**src/verilog/cds_consts.vh**
```
`ifndef CDS_CONSTS_VH
`define CDS_CONSTS_VH

// Register map
`define CDS_ADDR_ENTRY    32'h0000_0000
`define CDS_ADDR_CTRL     32'h0000_0004
`define CDS_ADDR_STATUS   32'h0000_0008
`define CDS_ADDR_SETTLE   32'h0000_000c

// Entry fields
`define CDS_ENTRY_W       8
`define CDS_DIODE_A_BIT   0
`define CDS_DIODE_B_BIT   1
`define CDS_DUR_LSB       2
`define CDS_DUR_W         6

// Control register fields
`define CDS_CTRL_PREP_BIT 0
`define CDS_CTRL_TICK_BIT 1

// Settling register fields
`define CDS_SET_ON_LSB    0
`define CDS_SET_OFF_LSB   16

// Reset values
`define CDS_SETTLE_RST    16'h0010
`define CDS_DIODE_RST     1'b0

// Queue depth (power of two)
`define CDS_DEPTH         8
`define CDS_AW            3
`define CDS_SW            16

`endif

```
**src/verilog/cds_scheduler.v**
```verilog
`timescale 1ns/1ns
// Summary of operation
// - Host-written 8-bit entries queue in a FIFO, preserving write order.
// - Popped entry: two low bits drive diodes, upper six bits give integrations.
// - Whenever the queue has room, request a refill interrupt.
// - Scan prepare empties the queue and requests the first entry.
// - Each write strobe pushes one entry; pushes blocked while full.
// - Request level holds until a write, drops one cycle, reasserts if room.
// - Each rise of the request level yields one single-cycle interrupt pulse.
// - Pop reloads duration counter from top bits; switchers latch their bit.
// - Integration start decrements counter; at 1 or zero, pop instead.
// - Freshly loaded count is not decremented at its loading integration.
// - Empty queue at pop: nothing read or reloaded; retry later.
// - First prepare cycle gives a one-cycle clear of queue, request, counter.
// - Prepare clear leaves switcher states and settling counts untouched.
// - Switchers see next target early; stable and state latch together.
// - Each integration start refreshes stability from the settling countdown.
// - Load strobe reaches switchers only when an entry was popped.
// - Candidate settle time: turn-on, turn-off, or residual if unchanged.
// - Settling counter loads on load strobe, counts down, stops at zero.
// - Refresh sets stable when residual count is zero, else clears it.
// - During load the stability uses the candidate; otherwise the residual.
// - Schedule register write pulses the push strobe with its contents.
// - Integration start is every cycle the sequencer pin is high, or a single-cycle tick from the control register tick bit.
`include "cds_consts.vh"

module cds_scheduler
(
  // AHB-Lite slave
  input  wire        hclk,
  input  wire        hresetn,
  input  wire        hsel,
  input  wire [31:0] haddr,
  input  wire [1:0]  htrans,
  input  wire        hwrite,
  input  wire [2:0]  hsize,
  input  wire [31:0] hwdata,
  input  wire        hready,
  output wire [31:0] hrdata,
  output wire        hreadyout,
  output wire        hresp,
  // Timing
  input  wire        integ_tick,
  input  wire        scan_prepare,
  // Diode control and header flags
  output wire [1:0]  diode_on,
  output wire [1:0]  diode_stable,
  // Interrupt request pulse to gateway
  output reg         refill_irq
);

  // Bus address phase capture
  reg        wr_pend_q;
  reg        rd_pend_q;
  reg [3:0]  addr_q;
  reg [31:0] rdata_q;
  reg [`CDS_SW-1:0] on_time_q;
  reg [`CDS_SW-1:0] off_time_q;
  reg        sw_prep_q;
  reg        sw_tick_q;

  wire addr_ok = hsel & hready & htrans[1];

  function [31:0] reg_addr;
    input [3:0] a;
    begin
      reg_addr = {28'h000_0000, a};
    end
  endfunction

  // Queue storage
  reg [`CDS_ENTRY_W-1:0] fifo_q [0:`CDS_DEPTH-1];
  reg [`CDS_AW:0]        wptr_q;
  reg [`CDS_AW:0]        rptr_q;
  wire fifo_empty = (wptr_q == rptr_q);
  wire fifo_full  = (wptr_q[`CDS_AW] != rptr_q[`CDS_AW]) &&
                    (wptr_q[`CDS_AW-1:0] == rptr_q[`CDS_AW-1:0]);
  wire [`CDS_ENTRY_W-1:0] head = fifo_q[rptr_q[`CDS_AW-1:0]];

  // Schedule write strobe
  wire wr_entry = wr_pend_q && (reg_addr(addr_q) == `CDS_ADDR_ENTRY);
  wire push     = wr_entry & ~fifo_full;

  // Prepare and tick merge of pin and software sources
  wire prep_in  = scan_prepare | sw_prep_q;
  wire tick     = integ_tick | sw_tick_q;
  reg  prep_q;
  wire clr      = prep_in & ~prep_q;

  // Duration counter and pop
  reg  [`CDS_DUR_W-1:0] dur_q;
  wire due  = tick && (dur_q <= 6'h01);
  wire pop  = due & ~fifo_empty;

  // Request level and pulse
  reg req_q;
  reg req_seen_q;

  always @(posedge hclk or negedge hresetn)
  begin
    if (!hresetn)
    begin
      wr_pend_q  <= 1'b0;
      rd_pend_q  <= 1'b0;
      addr_q     <= 4'h0;
      rdata_q    <= 32'h0000_0000;
      on_time_q  <= `CDS_SETTLE_RST;
      off_time_q <= `CDS_SETTLE_RST;
      sw_prep_q  <= 1'b0;
      sw_tick_q  <= 1'b0;
    end
    else
    begin
      // Only the low sixteen bytes are mapped; write aliases above are ignored, reads decode only haddr[3:0]
      wr_pend_q <= addr_ok & hwrite & (haddr[31:4] == 28'h000_0000);
      rd_pend_q <= addr_ok & ~hwrite;
      sw_tick_q <= 1'b0;
      if (addr_ok)
        addr_q <= haddr[3:0];
      if (wr_pend_q)
      begin
        case (reg_addr(addr_q))
          `CDS_ADDR_CTRL:
          begin
            sw_prep_q <= hwdata[`CDS_CTRL_PREP_BIT];
            sw_tick_q <= hwdata[`CDS_CTRL_TICK_BIT];
          end
          `CDS_ADDR_SETTLE:
          begin
            on_time_q  <= hwdata[`CDS_SET_ON_LSB +: `CDS_SW];
            off_time_q <= hwdata[`CDS_SET_OFF_LSB +: `CDS_SW];
          end
          default:
            sw_prep_q <= sw_prep_q;
        endcase
      end
      if (addr_ok & ~hwrite)
      begin
        case ({28'h000_0000, haddr[3:0]})
          `CDS_ADDR_CTRL:
            rdata_q <= {30'h0000_0000, sw_tick_q, sw_prep_q};
          `CDS_ADDR_STATUS:
            rdata_q <= {18'h0_0000, dur_q, diode_stable, diode_on,
                        req_q, fifo_full, fifo_empty, 1'b0};
          `CDS_ADDR_SETTLE:
            rdata_q <= {off_time_q, on_time_q};
          default:
            rdata_q <= 32'h0000_0000;
        endcase
      end
    end
  end

  assign hrdata    = rdata_q;
  assign hreadyout = 1'b1;
  assign hresp     = 1'b0;

  // Queue, counter and request logic, cleared by prepare pulse
  always @(posedge hclk or negedge hresetn)
  begin
    if (!hresetn)
    begin
      wptr_q     <= {(`CDS_AW+1){1'b0}};
      rptr_q     <= {(`CDS_AW+1){1'b0}};
      dur_q      <= 6'h00;
      prep_q     <= 1'b0;
      req_q      <= 1'b0;
      req_seen_q <= 1'b0;
      refill_irq <= 1'b0;
    end
    else
    begin
      prep_q <= prep_in;
      if (clr)
      begin
        wptr_q     <= {(`CDS_AW+1){1'b0}};
        rptr_q     <= {(`CDS_AW+1){1'b0}};
        dur_q      <= 6'h00;
        req_q      <= 1'b0;
        req_seen_q <= 1'b0;
        refill_irq <= 1'b0;
      end
      else
      begin
        if (push)
          wptr_q <= wptr_q + 1'b1;
        if (pop)
        begin
          rptr_q <= rptr_q + 1'b1;
          dur_q  <= head[`CDS_DUR_LSB +: `CDS_DUR_W];
        end
        else if (tick && !due)
          dur_q <= dur_q - 6'h01;
        // Level drops for one cycle after a write, else follows room
        if (wr_entry)
          req_q <= 1'b0;
        else
          req_q <= ~fifo_full;
        req_seen_q <= req_q;
        refill_irq <= req_q & ~req_seen_q;
      end
    end
  end

  always @(posedge hclk)
  begin
    if (push)
      fifo_q[wptr_q[`CDS_AW-1:0]] <= hwdata[`CDS_ENTRY_W-1:0];
  end

  // Two diode switchers, untouched by prepare clear
  genvar g;
  generate
    for (g = 0; g < 2; g = g + 1)
    begin : g_sw
      reg [`CDS_SW-1:0] settle_q;
      reg               on_q;
      reg               stable_q;
      wire              nxt = head[g];
      reg [`CDS_SW-1:0] cand;
      always @*
      begin
        if (!on_q && nxt)
          cand = on_time_q;
        else if (on_q && !nxt)
          cand = off_time_q;
        else
          cand = settle_q;
      end
      always @(posedge hclk or negedge hresetn)
      begin
        if (!hresetn)
        begin
          settle_q <= {`CDS_SW{1'b0}};
          on_q     <= `CDS_DIODE_RST;
          stable_q <= 1'b0;
        end
        else
        begin
          if (pop)
          begin
            on_q     <= nxt;
            settle_q <= cand;
          end
          else if (settle_q != {`CDS_SW{1'b0}})
            settle_q <= settle_q - 1'b1;
          if (tick)
            stable_q <= pop ? (cand == {`CDS_SW{1'b0}}) :
                              (settle_q == {`CDS_SW{1'b0}});
        end
      end
      assign diode_on[g]     = on_q;
      assign diode_stable[g] = stable_q;
    end
  endgenerate

endmodule // cds_scheduler

```
**config.mk**
```make
export PLATFORM = sky130hd
export DESIGN_NAME = cds_scheduler
export DESIGN_NICKNAME = d
export VERILOG_FILES = /design/src/verilog/cds_scheduler.v
export VERILOG_INCLUDE_DIRS = /design/src /design/src/verilog
export SDC_FILE = /design/constraint.sdc
export NUM_CORES = 1
export LEC_CHECK = 0
export ABC_CLOCK_PERIOD_IN_PS = 2750
export BUFFER_PORTS_ARGS = -buffer_cell sky130_fd_sc_hd__buf_4
export CAP_MARGIN = 20
export CORE_ASPECT_RATIO = 1.25
export CORE_MARGIN = 1.5
export CORE_UTILIZATION = 53
export DETAILED_ROUTE_END_ITERATION = 6
export HOLD_SLACK_MARGIN = 0.12
export MAX_ROUTING_LAYER = met4
export PLACE_DENSITY = 0.77
export RECOVER_POWER = 50
export SYNTH_ARGS = -nofsm -noshare
export SYNTH_HDL_FRONTEND = slang
export SYNTH_SLANG_ARGS = --single-unit
```
**constraint.sdc**
```tcl
create_clock -name hclk -period 2.75 [get_ports hclk]
set_input_delay 0.1375 -clock hclk [delete_from_list [all_inputs] [get_ports hclk]]
set_output_delay 0.1375 -clock hclk [all_outputs]
set_load 0.05 [all_outputs]
```
==> metrics.csv, run 1 <==
metric;value;unit
Finished Layout Cells;1169;
crit start category;flop;
Reg clk slew, reported paths;70;ps
#FFs+latches synth;189;
WP buf/inv;2;
die height;152;um
CP Capture Point;g_sw[1].stable_q;
# clock sinks;189;
Pwr Density;717;nW/um2
H-tree Lvls;4;
EDFF count, synth;64;
cell at the root of the clock tree;clkbuf_16;
vias;6813;
register area share after synthesis;53.9;%
Placed Cells;1084;
outcome;complete, but fails checks;
vias in the first global route;6933;
Worst R2R Setup Slack;-60;ps
HPWL after DPL;16.4;mm
critical path type;reg2reg;
final setup vio count;2;
violated checks;capacitance limit, slew limit, setup timing;
clock tree buffer depth;2;
worst setup margin;-63.0;ps
Setup Skew;10.1;ps
Max Fclk;355;MHz
CTS tree;done;
Most Frequent Cell on Critical Path;buf_12;
GRT Total Usage;28.3;%
first-pass GRT wire length;37.8;mm
via/cell ratio;5.83;
hold violation total from the final report;0;
Clk Latency, worst-skew pair;440;ps
delay-heaviest family, CP;multiplexers;
crit-path cells;mux4_2, mux2i_4, buf_12, buf_12, mux2i_2, mux2i_1, or4_1, or3_1, o21ai_1;
die width;122;um
grt total ovfl;0;
Post-Synthesis Cells;760;
Pre-antenna DRT Iters;7;
mean post-synth cell area;12.3;um2
PortBufs;108;
Synth Flop Type;dfrtp_1;
Row Count;54;
Syn Nets;844;
Hold WS;244;ps
endpoint class of the critical path;flop;
synth warn;0;
most frequent cells in the layout;122 x dfrtp_1, 106 x buf_4, 93 x mux2i_1, 64 x edfxtp_1, 61 x nand2_1;
CP max-delay cell;mux4_2;
DRT iter0 DRCs;430;
RR Endpoint;g_sw[1].stable_q;
Tmin final;2810;ps
area delta synth->final;23.5;%
cell depth of the worst flop-to-flop path;9;
commonest non-fill, non-tap cell in the layout;dfrtp_1;
synthesized area;9380;um2
worst r2r src;rptr_q[0];
Layout Nets;1016;
WP data arrival;3170;ps
hold crit path type;in2reg;
required time worst endpoint;3110;ps
worst vdd ir;0.892;mV
final core occ;66.7;%
RSZ-0062 raised after global routing;yes;
GPL Wtd Cong;0.903;
Top Ports;115;
core area;17400;um2
CP max stage delay;550;ps
Yosys cell types;50;
wirelength, routed;24.0;mm
die area;18500;um2
critical path peak fanout;7;
number of inserted diodes;0;
actual slew at the worst max-slew pin;2140;ps
critical path depth;9;
fraction of registers with async set/reset;66.1;%
final max-slew violation count;37;
TritonCTS Buffers;17;
final worst path period share;102;%
DR WL/cell;20.5;um
Max Cap Viol;1;
initial antenna violation count;0;
largest net degree at the start of global routing;57;
Starting Density;54.0;%
P_leak;4.80;nW
CP Launch Point;rptr_q[0];
DRT antenna net count;0;
drt drc;0;
slew margin rel.;-42.9;%
layout cells sized above 1;24.4;%
Yosys cell counts, types with 8 or more instances:
cell	number	area, um2
mux2i_1	94	941
dfrtp_1	123	3080
nor4_1	14	87.6
or3_1	8	50.1
a22oi_1	12	90.1
a21oi_1	19	95.1
nor2_1	46	173
clkbuf_1	24	90.1
ha_1	8	100
nand3_1	9	45.0
xnor2_1	17	149
nand2_1	61	229
o21ai_0	38	190
a22o_1	20	175
mux4_2	15	338
buf_4	9	67.6
xor2_1	18	158
edfxtp_1	64	1920
nor3_1	14	70.1
mux2_2	58	653
final cells by class:
type | count | area, um2
Fill cell | 1278 | 5780
Sequential cell | 189 | 5050
Multi-Input combinational cell | 516 | 4040
Timing Repair Buffer | 201 | 1540
Clock buffer | 20 | 479
Tap cell | 224 | 280
Clock inverter | 12 | 170
Inverter | 7 | 26.3
metal layers:
layer | global-route usage (%) | vias up | share of wire [%]
li1 | - | 3129 | -
met1 | 32.6 | 3415 | 39
met2 | 48.4 | 205 | 53
met3 | 4.23 | 64 | 3.9
met4 | 13.9 | 0 | 4.3
met5 | - | - | 0
metrics by stage:
step	power [mW]	setup WS, ps	cell area, um2	setup TNS (ps)
after floorplan	4.99	33.5	9380	0
after global placement	5.52	1.30	10600	0
after detailed placement	5.59	-128	10600	-158
after CTS	8.31	-14.1	11700	-23.9
after global routing	8.70	-172	11600	-312
final	8.31	-63.0	11600	-93.0
worst min-delay path by stage:
stage / cells past startpoint / from / slack (ps) / end
2_1_floorplan: 0 / hresetn / -160 / addr_q[0]
3_3_place_gp: 1 / hresetn / 230 / hrdata[20]
3_5_place_dp: 1 / hresetn / 240 / hrdata[25]
4_1_cts: 5 / integ_tick / 210 / g_sw[0].stable_q
5_1_grt: 5 / integ_tick / 270 / g_sw[0].stable_q
6_report: 5 / integ_tick / 240 / g_sw[0].stable_q
worst reg2reg max path: stages, from the launching register on:
cell     delay, ps
dfrtp_2        430
mux4_2         550
mux2i_4        180
buf_12         130
buf_12         130
mux2i_2        220
mux2i_1        130
or4_1          530
or3_1          310
o21ai_1        130
logic make-up after synthesis:
logic type	after synthesis	share of synthesized area (%)
DFF	189	53.9
adders and majority gates	8	1.07
buffers and inverters	55	3.16
other	2	0.0801
muxes	170	21.4
and+or+nand+nor	196	10.1
AOI/OAI and AO/OA	105	7.08
xor gates and xnor gates	35	3.27
sequential cells by signal, summed over array words and instances (netlist names):
| signal | count |
|---|---|
| sw_tick_q | 1 |
| g_sw.on_q | 2 |
| prep_q | 1 |
| dur_q | 6 |
| refill_irq | 1 |
| fifo_q | 64 |
| g_sw.settle_q | 32 |
| addr_q | 4 |
| off_time_q | 16 |
| rptr_q | 4 |
| hrdata | 32 |
| req_q | 1 |
| wptr_q | 4 |
| req_seen_q | 1 |
| wr_pend_q | 1 |
| on_time_q | 16 |
| g_sw.stable_q | 2 |
| sw_prep_q | 1 |
power by group:
group	leakage (nW)	internal (mW)	switching [mW]
Sequential	2.12	3.25	0.521
Combinational	2.37	0.927	0.926
Clock	0.318	1.57	1.12
Total	4.80	5.74	2.57
repair_timing:
action / CTS / global route
endpoints found under the hold margin: 157 / 0
hold buffers: 42 / 0
pin swaps: 2 / 2
resized for setup: 2 / 1
cloned: 0 / 0
setup buffers: 5 / 5
endpoints found under the setup margin: 2 / 2
Power figures use the tool's default switching activity.
==> run 2: changes to the inputs <==
--- a/config.mk
+++ b/config.mk
@@ -6,6 +6,7 @@
 export SDC_FILE = /design/constraint.sdc
 export NUM_CORES = 1
 export LEC_CHECK = 0
+export ABC_AREA = 1
 export ABC_CLOCK_PERIOD_IN_PS = 2750
 export BUFFER_PORTS_ARGS = -buffer_cell sky130_fd_sc_hd__buf_4
 export CAP_MARGIN = 20
@@ -15,7 +16,7 @@
 export DETAILED_ROUTE_END_ITERATION = 6
 export HOLD_SLACK_MARGIN = 0.12
 export MAX_ROUTING_LAYER = met4
-export PLACE_DENSITY = 0.77
+export PLACE_DENSITY = 0.76
 export RECOVER_POWER = 50
 export SYNTH_ARGS = -nofsm -noshare
 export SYNTH_HDL_FRONTEND = slang
==> constraint.sdc (replaced) <==
create_clock -name hclk -period 2.75 [get_ports hclk]
set_input_delay 0.1375 -clock hclk [delete_from_list [all_inputs] [get_ports hclk]]
set_output_delay 0.1375 -clock hclk [all_outputs]
set_load 0.005 [all_outputs]
==> run 2 against run 1 <==
  * The run ends with capacitance limit, slew limit left
  * Critical path depth shrank 1
  * Flip-flop and latch count unchanged
  * Worst setup slack better by 210 ps
  * Synthesized cell count rose by 51%
  * Core utilization decreased by 1.8 points
  * Die area up 3.3%
  * Final cell count is 32% higher
  * Combinational power down 47%
  * Synthesized area is 3.3% higher
  * Fmax grew 8.0%
  * Worst hold slack got worse by 84 ps
  * Via count up 24%
  * Largest cell class unchanged
  * Largest power group unchanged
==> metrics.csv, run 2 <==
metric;value;unit;change
outcome;complete, but fails checks;;
violated checks;capacitance limit, slew limit;;
Max Fclk;384;MHz;+8.0%
hold crit path type;in2reg;;
synth warn;0;;unchanged
gr busiest metal;met2;;
Syn Nets;1233;;+46%
wirelength, routed;26.9;mm;+12%
DP Area;10800;um2;+1.6%
TritonCTS Buffers;17;;unchanged
Row Count;55;;+1.9%
Clk Latency, worst-skew pair;440;ps;about the same
RSZ-0062 raised after global routing;no;;
Max Cap Viol;1;;unchanged
DRT iter0 DRCs;573;;+33%
Yosys cell types;57;;+14%
via/cell ratio;5.49;;-5.9%
slew margin rel.;-16.9;%;+26 points
routing usage on met1;34.9;%;+2.3 points
cell at the root of the clock tree;clkbuf_16;;
Post-Synthesis Cells;1149;;+51%
register area share after synthesis;52.1;%;-1.7 points
P_leak;5.43;nW;+13%
PortBufs;108;;unchanged
initial antenna violation count;0;;unchanged
grt total ovfl;0;;unchanged
GPL Wtd Cong;0.945;;+4.6%
final worst path period share;94.7;%;-7.6 points
Pwr Density;557;nW/um2;-22%
DRT antenna net count;0;;unchanged
final setup vio count;0;;-2
setup TNS;0;ps;+93.0 ps
most frequent cells after synthesis;292 x nand2_1, 123 x dfrtp_1, 123 x inv_1;;
die width;124;um;+1.6%
die area;19100;um2;+3.3%
# clock sinks;189;;unchanged
actual slew at the worst max-slew pin;1750;ps;-390 ps
core area;18000;um2;+3.8%
endpoint class of the critical path;flop;;
Layout Nets;1383;;+36%
max reg flops;64;;unchanged
cell area after layout;11700;um2;+0.99%
#FFs+latches synth;189;;unchanged
critical path type;in2reg;;
CTS tree;done;;
first-pass GRT wire length;42.0;mm;+11%
H-tree Lvls;4;;unchanged
Top Ports;115;;unchanged
commonest non-fill, non-tap cell in the layout;nand2_1;;
crit start category;input port;;
Synth area leader;dfrtp_1;;
synthesized area;9690;um2;+3.3%
fraction of registers with async set/reset;66.1;%;unchanged
EDFF count, synth;64;;unchanged
final max-slew violation count;126;;+240%
die height;154;um;+1.6%
WP data arrival;2980;ps;-190 ps
worst vdd ir;0.423;mV;-53%
GRT Total Usage;29.9;%;+1.6 points
vias in the first global route;8153;;+18%
critical path peak fanout;1;;-6
required time worst endpoint;3120;ps;about the same
vias;8448;;+24%
Starting Density;53.8;%;-0.26 points
number of inserted diodes;0;;unchanged
drt drc;0;;unchanged
Synth Flop Type;dfrtp_1;;
Reg clk slew, reported paths;80;ps;about the same
Setup Skew;9.36;ps;-0.755 ps
largest net degree at the start of global routing;126;;+120%
routing usage on met3;4.83;%;+0.60 points
most area-consuming cells after synthesis;dfrtp_1 32%, edfxtp_1 20%, nand2_1 11%, nand3_1 5.2%, inv_1 4.8%;;
top cell type's share of synthesized area;31.8;%;-1.1 points
hold violation total from the final report;0;;unchanged
Tmin final;2600;ps;-209 ps
HPWL after DPL;18.9;mm;+16%
layout cells sized above 1;15.1;%;-9.4 points
most frequent cells in the layout;292 x nand2_1, 123 x inv_1, 123 x dfrtp_1, 120 x nor2_1, 119 x buf_4;;
DR WL/cell;17.5;um;-15%
Pre-antenna DRT Iters;7;;unchanged
area delta synth->final;20.7;%;
clock tree buffer depth;2;;unchanged
most frequent cell after synthesis;nand2_1;;
met2 Usage GRT;50.5;%;+2.1 points
mean post-synth cell area;8.44;um2;-32%
run 2: cell count changes after synthesis, sizes merged, moves of 19 or more:
cell,previous run,this run
a21oi,19,66
a22o,20,1
inv,7,129
mux2,58,4
mux2i,96,3
nand2,61,299
nand3,9,109
nor2,46,121
o21ai,41,62
run 2: path summary, 6_finish.rpt:
check	start	endpoint	slack, ps	cells past startpoint
max	haddr[30]	wr_pend_q	150	8
min	hwrite	hrdata[10]	160	5
max reg2reg	rptr_q[0]	g_sw[0].stable_q	290	13
min reg2reg	req_seen_q	refill_irq	400	1
max in group asynchronous	hresetn	wptr_q[2]	830	3
min in group asynchronous	hresetn	hrdata[19]	840	3
run 2: what timing repair did:
item	CTS	global route
gates resized for setup	0	2
buffers inserted	0	0
setup endpoints to repair	0	1
hold buffers	43	0
hold endpoints to repair	229	0
run 2: per-stage QoR:
step                hold slack [ps]  total power [mW]  instances  setup WS (ps)  utilization (%)
finish                          160              6.51       1540            146             64.9
global placement                301              4.09       1465            337             59.7
detailed placement              303              4.11       1465            295             59.7
CTS                             150              6.52       1540            298             65.2
global route                    173              6.77       1540           41.6             64.9
floorplan                      -158              3.77       1149            513                -
run 2: cell families (layout without fill, tap and decap cells):
logic type      after synthesis  in the layout  share of synthesized area [%]
mux                           7              7                          0.774
compound gates              172            172                           10.1
simple gates                569            569                           25.8
xor+xnor                     20             20                           1.81
fa+ha+maj                     8              8                           1.03
buf+inv                     182            345                           8.26
flops                       189            189                           52.1
other cells                   2              2                         0.0775
run 2: final cells by class:
cell class | count | area, um2
inverters | 129 | 492
repair buffers | 184 | 1460
clock inverters | 13 | 125
well taps | 228 | 285
multi-input cells | 778 | 3840
flip-flops and latches | 189 | 5050
clock buffers | 19 | 443
fillers | 1537 | 6330
run 2: per-layer routing:
layer | part of all wire, % | vias to the layer above
met2 | 52 | 288
met4 | 4.1 | 0
li1 | - | 4071
met1 | 39 | 4018
met3 | 5.2 | 71
met5 | 0 | -
run 2: power breakdown:
group          leakage, nW  switching, mW  total, mW  internal (mW)
Combinational         3.06          0.612      0.987          0.375
Sequential            2.09         0.0968       3.13           3.03
Clock                0.283           1.18       2.40           1.23
run 2: critical path, cell delays in order:
cell	delay [ps]
dlygate4sd3_1	550
buf_4	140
nor3_1	170
dlygate4sd3_1	600
nand2_1	50
dlygate4sd3_1	570
nor3_1	180
dlygate4sd3_1	580
==> run 3: changes to the inputs <==
--- a/config.mk
+++ b/config.mk
@@ -9,14 +9,15 @@
 export ABC_AREA = 1
 export ABC_CLOCK_PERIOD_IN_PS = 2750
 export BUFFER_PORTS_ARGS = -buffer_cell sky130_fd_sc_hd__buf_4
-export CAP_MARGIN = 20
+export CAP_MARGIN = 0
 export CORE_ASPECT_RATIO = 1.25
 export CORE_MARGIN = 1.5
-export CORE_UTILIZATION = 53
+export CORE_UTILIZATION = 55
+export CTS_BUF_LIST = sky130_fd_sc_hd__clkbuf_4
 export DETAILED_ROUTE_END_ITERATION = 6
 export HOLD_SLACK_MARGIN = 0.12
 export MAX_ROUTING_LAYER = met4
-export PLACE_DENSITY = 0.76
+export PLACE_DENSITY = 0.79
 export RECOVER_POWER = 50
 export SYNTH_ARGS = -nofsm -noshare
 export SYNTH_HDL_FRONTEND = slang
==> run 3 against run 2 <==
  * The run now ends clean
  * Wire length down 1.1%
  * Final cell count up 0.13%
  * Fmax up 7.4%
  * First-iteration DRC count up 21%
  * Flip-flop and latch count unchanged
  * Count of clock-buffer cells in the layout down 2
  * Core utilization up 1.1 points
  * Clock skew up 13 ps
  * Final area down 2.1%
  * Clock power down 34%
  * Largest power group unchanged
==> metrics.csv, run 3 (same netlist as run 2, synthesis figures left out) <==
metric;value;unit;change
final max-slew violation count;0;;-100%
RR Endpoint;dur_q[4];;
HPWL after DPL;18.7;mm;-1.1%
Layout Nets;1387;;+0.29%
worst vdd ir;0.437;mV;+3.1%
core area;17400;um2;-3.7%
Reg clk slew, reported paths;170;ps;+90 ps
setup TNS;0;ps;unchanged
Post-CTS Setup Bufs;0;;unchanged
TritonCTS Buffers;17;;unchanged
most frequent cells in the layout;292 x nand2_1, 123 x inv_1, 123 x dfrtp_1, 120 x nor2_1, 113 x buf_4;;
Clk Latency, worst-skew pair;610;ps;+170 ps
Max Cap Viol;0;;-1
critical path type;reg2reg;;
CP Launch Point;dur_q[0];;
Row Count;54;;-1.8%
WP data arrival;2950;ps;-30 ps
CP max-delay cell;dfrtp_1;;
RSZ-0062 raised after global routing;no;;
endpoint class of the critical path;flop;;
clock tree buffer depth;2;;unchanged
Pwr Density;497;nW/um2;-11%
max reg flops;64;;unchanged
cell depth of the worst flop-to-flop path;12;;-1
CTS tree;done;;
vias in the first global route;8187;;+0.42%
GPL Wtd Cong;0.976;;+3.3%
Pre-antenna DRT Iters;6;;-1
drt drc;0;;unchanged
GRT Total Usage;30.7;%;+0.78 points
fillers;1439;;-6.4%
# clock sinks;189;;unchanged
Most Frequent Cell on Critical Path;nor2_1;;
P_leak;5.30;nW;-2.4%
H-tree Lvls;4;;unchanged
first-pass GRT wire length;41.4;mm;-1.3%
Worst R2R Setup Slack;330;ps;+40 ps
area delta synth->final;18.2;%;
Tot Pwr;5.69;mW;-13%
critical path peak fanout;12;;+11
Tmin final;2420;ps;-181 ps
DRT iter0 DRCs;695;;+21%
vias;8493;;+0.53%
hold crit path type;in2reg;;
slew margin rel.;16.6;%;+34 points
crit start category;flop;;
DR WL/cell;17.2;um;-1.2%
layout cells sized above 1;14.5;%;-0.58 points
commonest non-fill, non-tap cell in the layout;nand2_1;;
Hold Path Stages;4;;-1
largest net degree at the start of global routing;48;;-62%
Post-Place Setup Slack;455;ps;+159 ps
via/cell ratio;5.51;;+0.40%
worst setup margin;327;ps;+181 ps
Starting Density;55.8;%;+2.1 points
outcome;finished clean;;
initial antenna violation count;1;;+1
grt total ovfl;0;;unchanged
final setup vio count;0;;unchanged
PortBufs;108;;unchanged
CP max stage delay;410;ps;-190 ps
cell at the root of the clock tree;clkbuf_4;;
worst r2r src;dur_q[0];;
DRT antenna net count;0;;unchanged
required time worst endpoint;3280;ps;+160 ps
final worst path period share;88.1;%;-6.6 points
hold violation total from the final report;0;;unchanged
Setup Skew;22.8;ps;+13.4 ps
hold_sp;scan_prepare;;
wirelength, routed;26.6;mm;-1.1%
actual slew at the worst max-slew pin;1250;ps;-503 ps
Max Fclk;413;MHz;+7.4%
Hold Path Sink;prep_q;;
die area;18400;um2;-3.6%
die height;151;um;-1.8%
die width;122;um;-1.8%
Top Ports;115;;unchanged
crit-path cells;inv_1, ha_1, nor2_1, nor3_1, nand3_1, nor2_1, nand2_2, inv_2, nor2_1, nand2_1, o21ai_0, a22oi_1;;
==> run 3: cell count changes in the layout (fill, tap and decap cells not counted), moves of 3 or more <==
cell           before  now
clkbuf_16          17    0
clkbuf_4           10   23
buf_4             119  113
dlygate4sd3_1      43   49
clkbuf_1           12   17
clkinv_8            1    5
clkinv_4            3    0
==> run 3: layout make-up <==
cell class                      instances  area (um2)  share of cell area [%]
Antenna cell                            2        5.00                  0.0437
Clock buffer                           17         128                    1.11
Clock inverter                         15         183                    1.59
Inverter                              129         489                    4.27
Multi-Input combinational cell        778        3840                    33.6
Sequential cell                       189        5050                    44.1
Tap cell                              224         280                    2.45
Timing Repair Buffer                  188        1480                    12.9
==> run 3: worst max-delay path: cells and delay by family, from the launching register on <==
kind	cells	cell delay (ps)
AND/OR/NAND/NOR	7	990
adder cells (fa/ha/maj)	1	210
AO/OA/AOI/OAI	2	350
buffers and inverters	2	390
flip-flops	1	410
==> run 3: metal layers <==
layer / part of all wire, % / vias to the layer above / global-route usage, %
met5: 0 / - / -
met4: 4.8 / 0 / 16.2
met3: 6.7 / 83 / 5.23
met2: 50 / 340 / 49.7
met1: 38 / 3986 / 36.8
li1: - / 4084 / -
==> run 3: through the flow <==
step | hold WS, ps | instance area (um2) | utilization, % | instances
final | 287 | 11500 | 66.0 | 1542
after CTS | 264 | 11600 | 66.6 | 1540
after floorplan | -158 | 9690 | - | 1149
after global routing | 271 | 11500 | 66.0 | 1542
after global placement | 226 | 10700 | 61.8 | 1458
after detailed placement | 232 | 10700 | 61.8 | 1458
==> run 3: worst max path at each step <==
stage                        to  slack [ps]  cells past startpoint
2_1_floorplan      fifo_q[5][0]         510                      9
3_3_place_gp   g_sw[1].stable_q         510                     14
3_5_place_dp   g_sw[0].stable_q         450                     13
4_1_cts        g_sw[0].stable_q         420                     13
5_1_grt                dur_q[4]          40                     12
6_report               dur_q[4]         330                     12
==> run 3: what timing repair did <==
action | CTS | global route
hold buffers | 50 | 0
resized for setup | 0 | 0
endpoints found under the hold margin | 227 | 0
setup endpoints to repair | 0 | 0
==> run 3: report_power, final <==
group | internal (mW) | switching (mW) | leakage [nW]
clock network | 0.439 | 1.14 | 0.163
registers | 3.03 | 0.128 | 2.09
logic | 0.388 | 0.573 | 3.05
total | 3.86 | 1.84 | 5.30
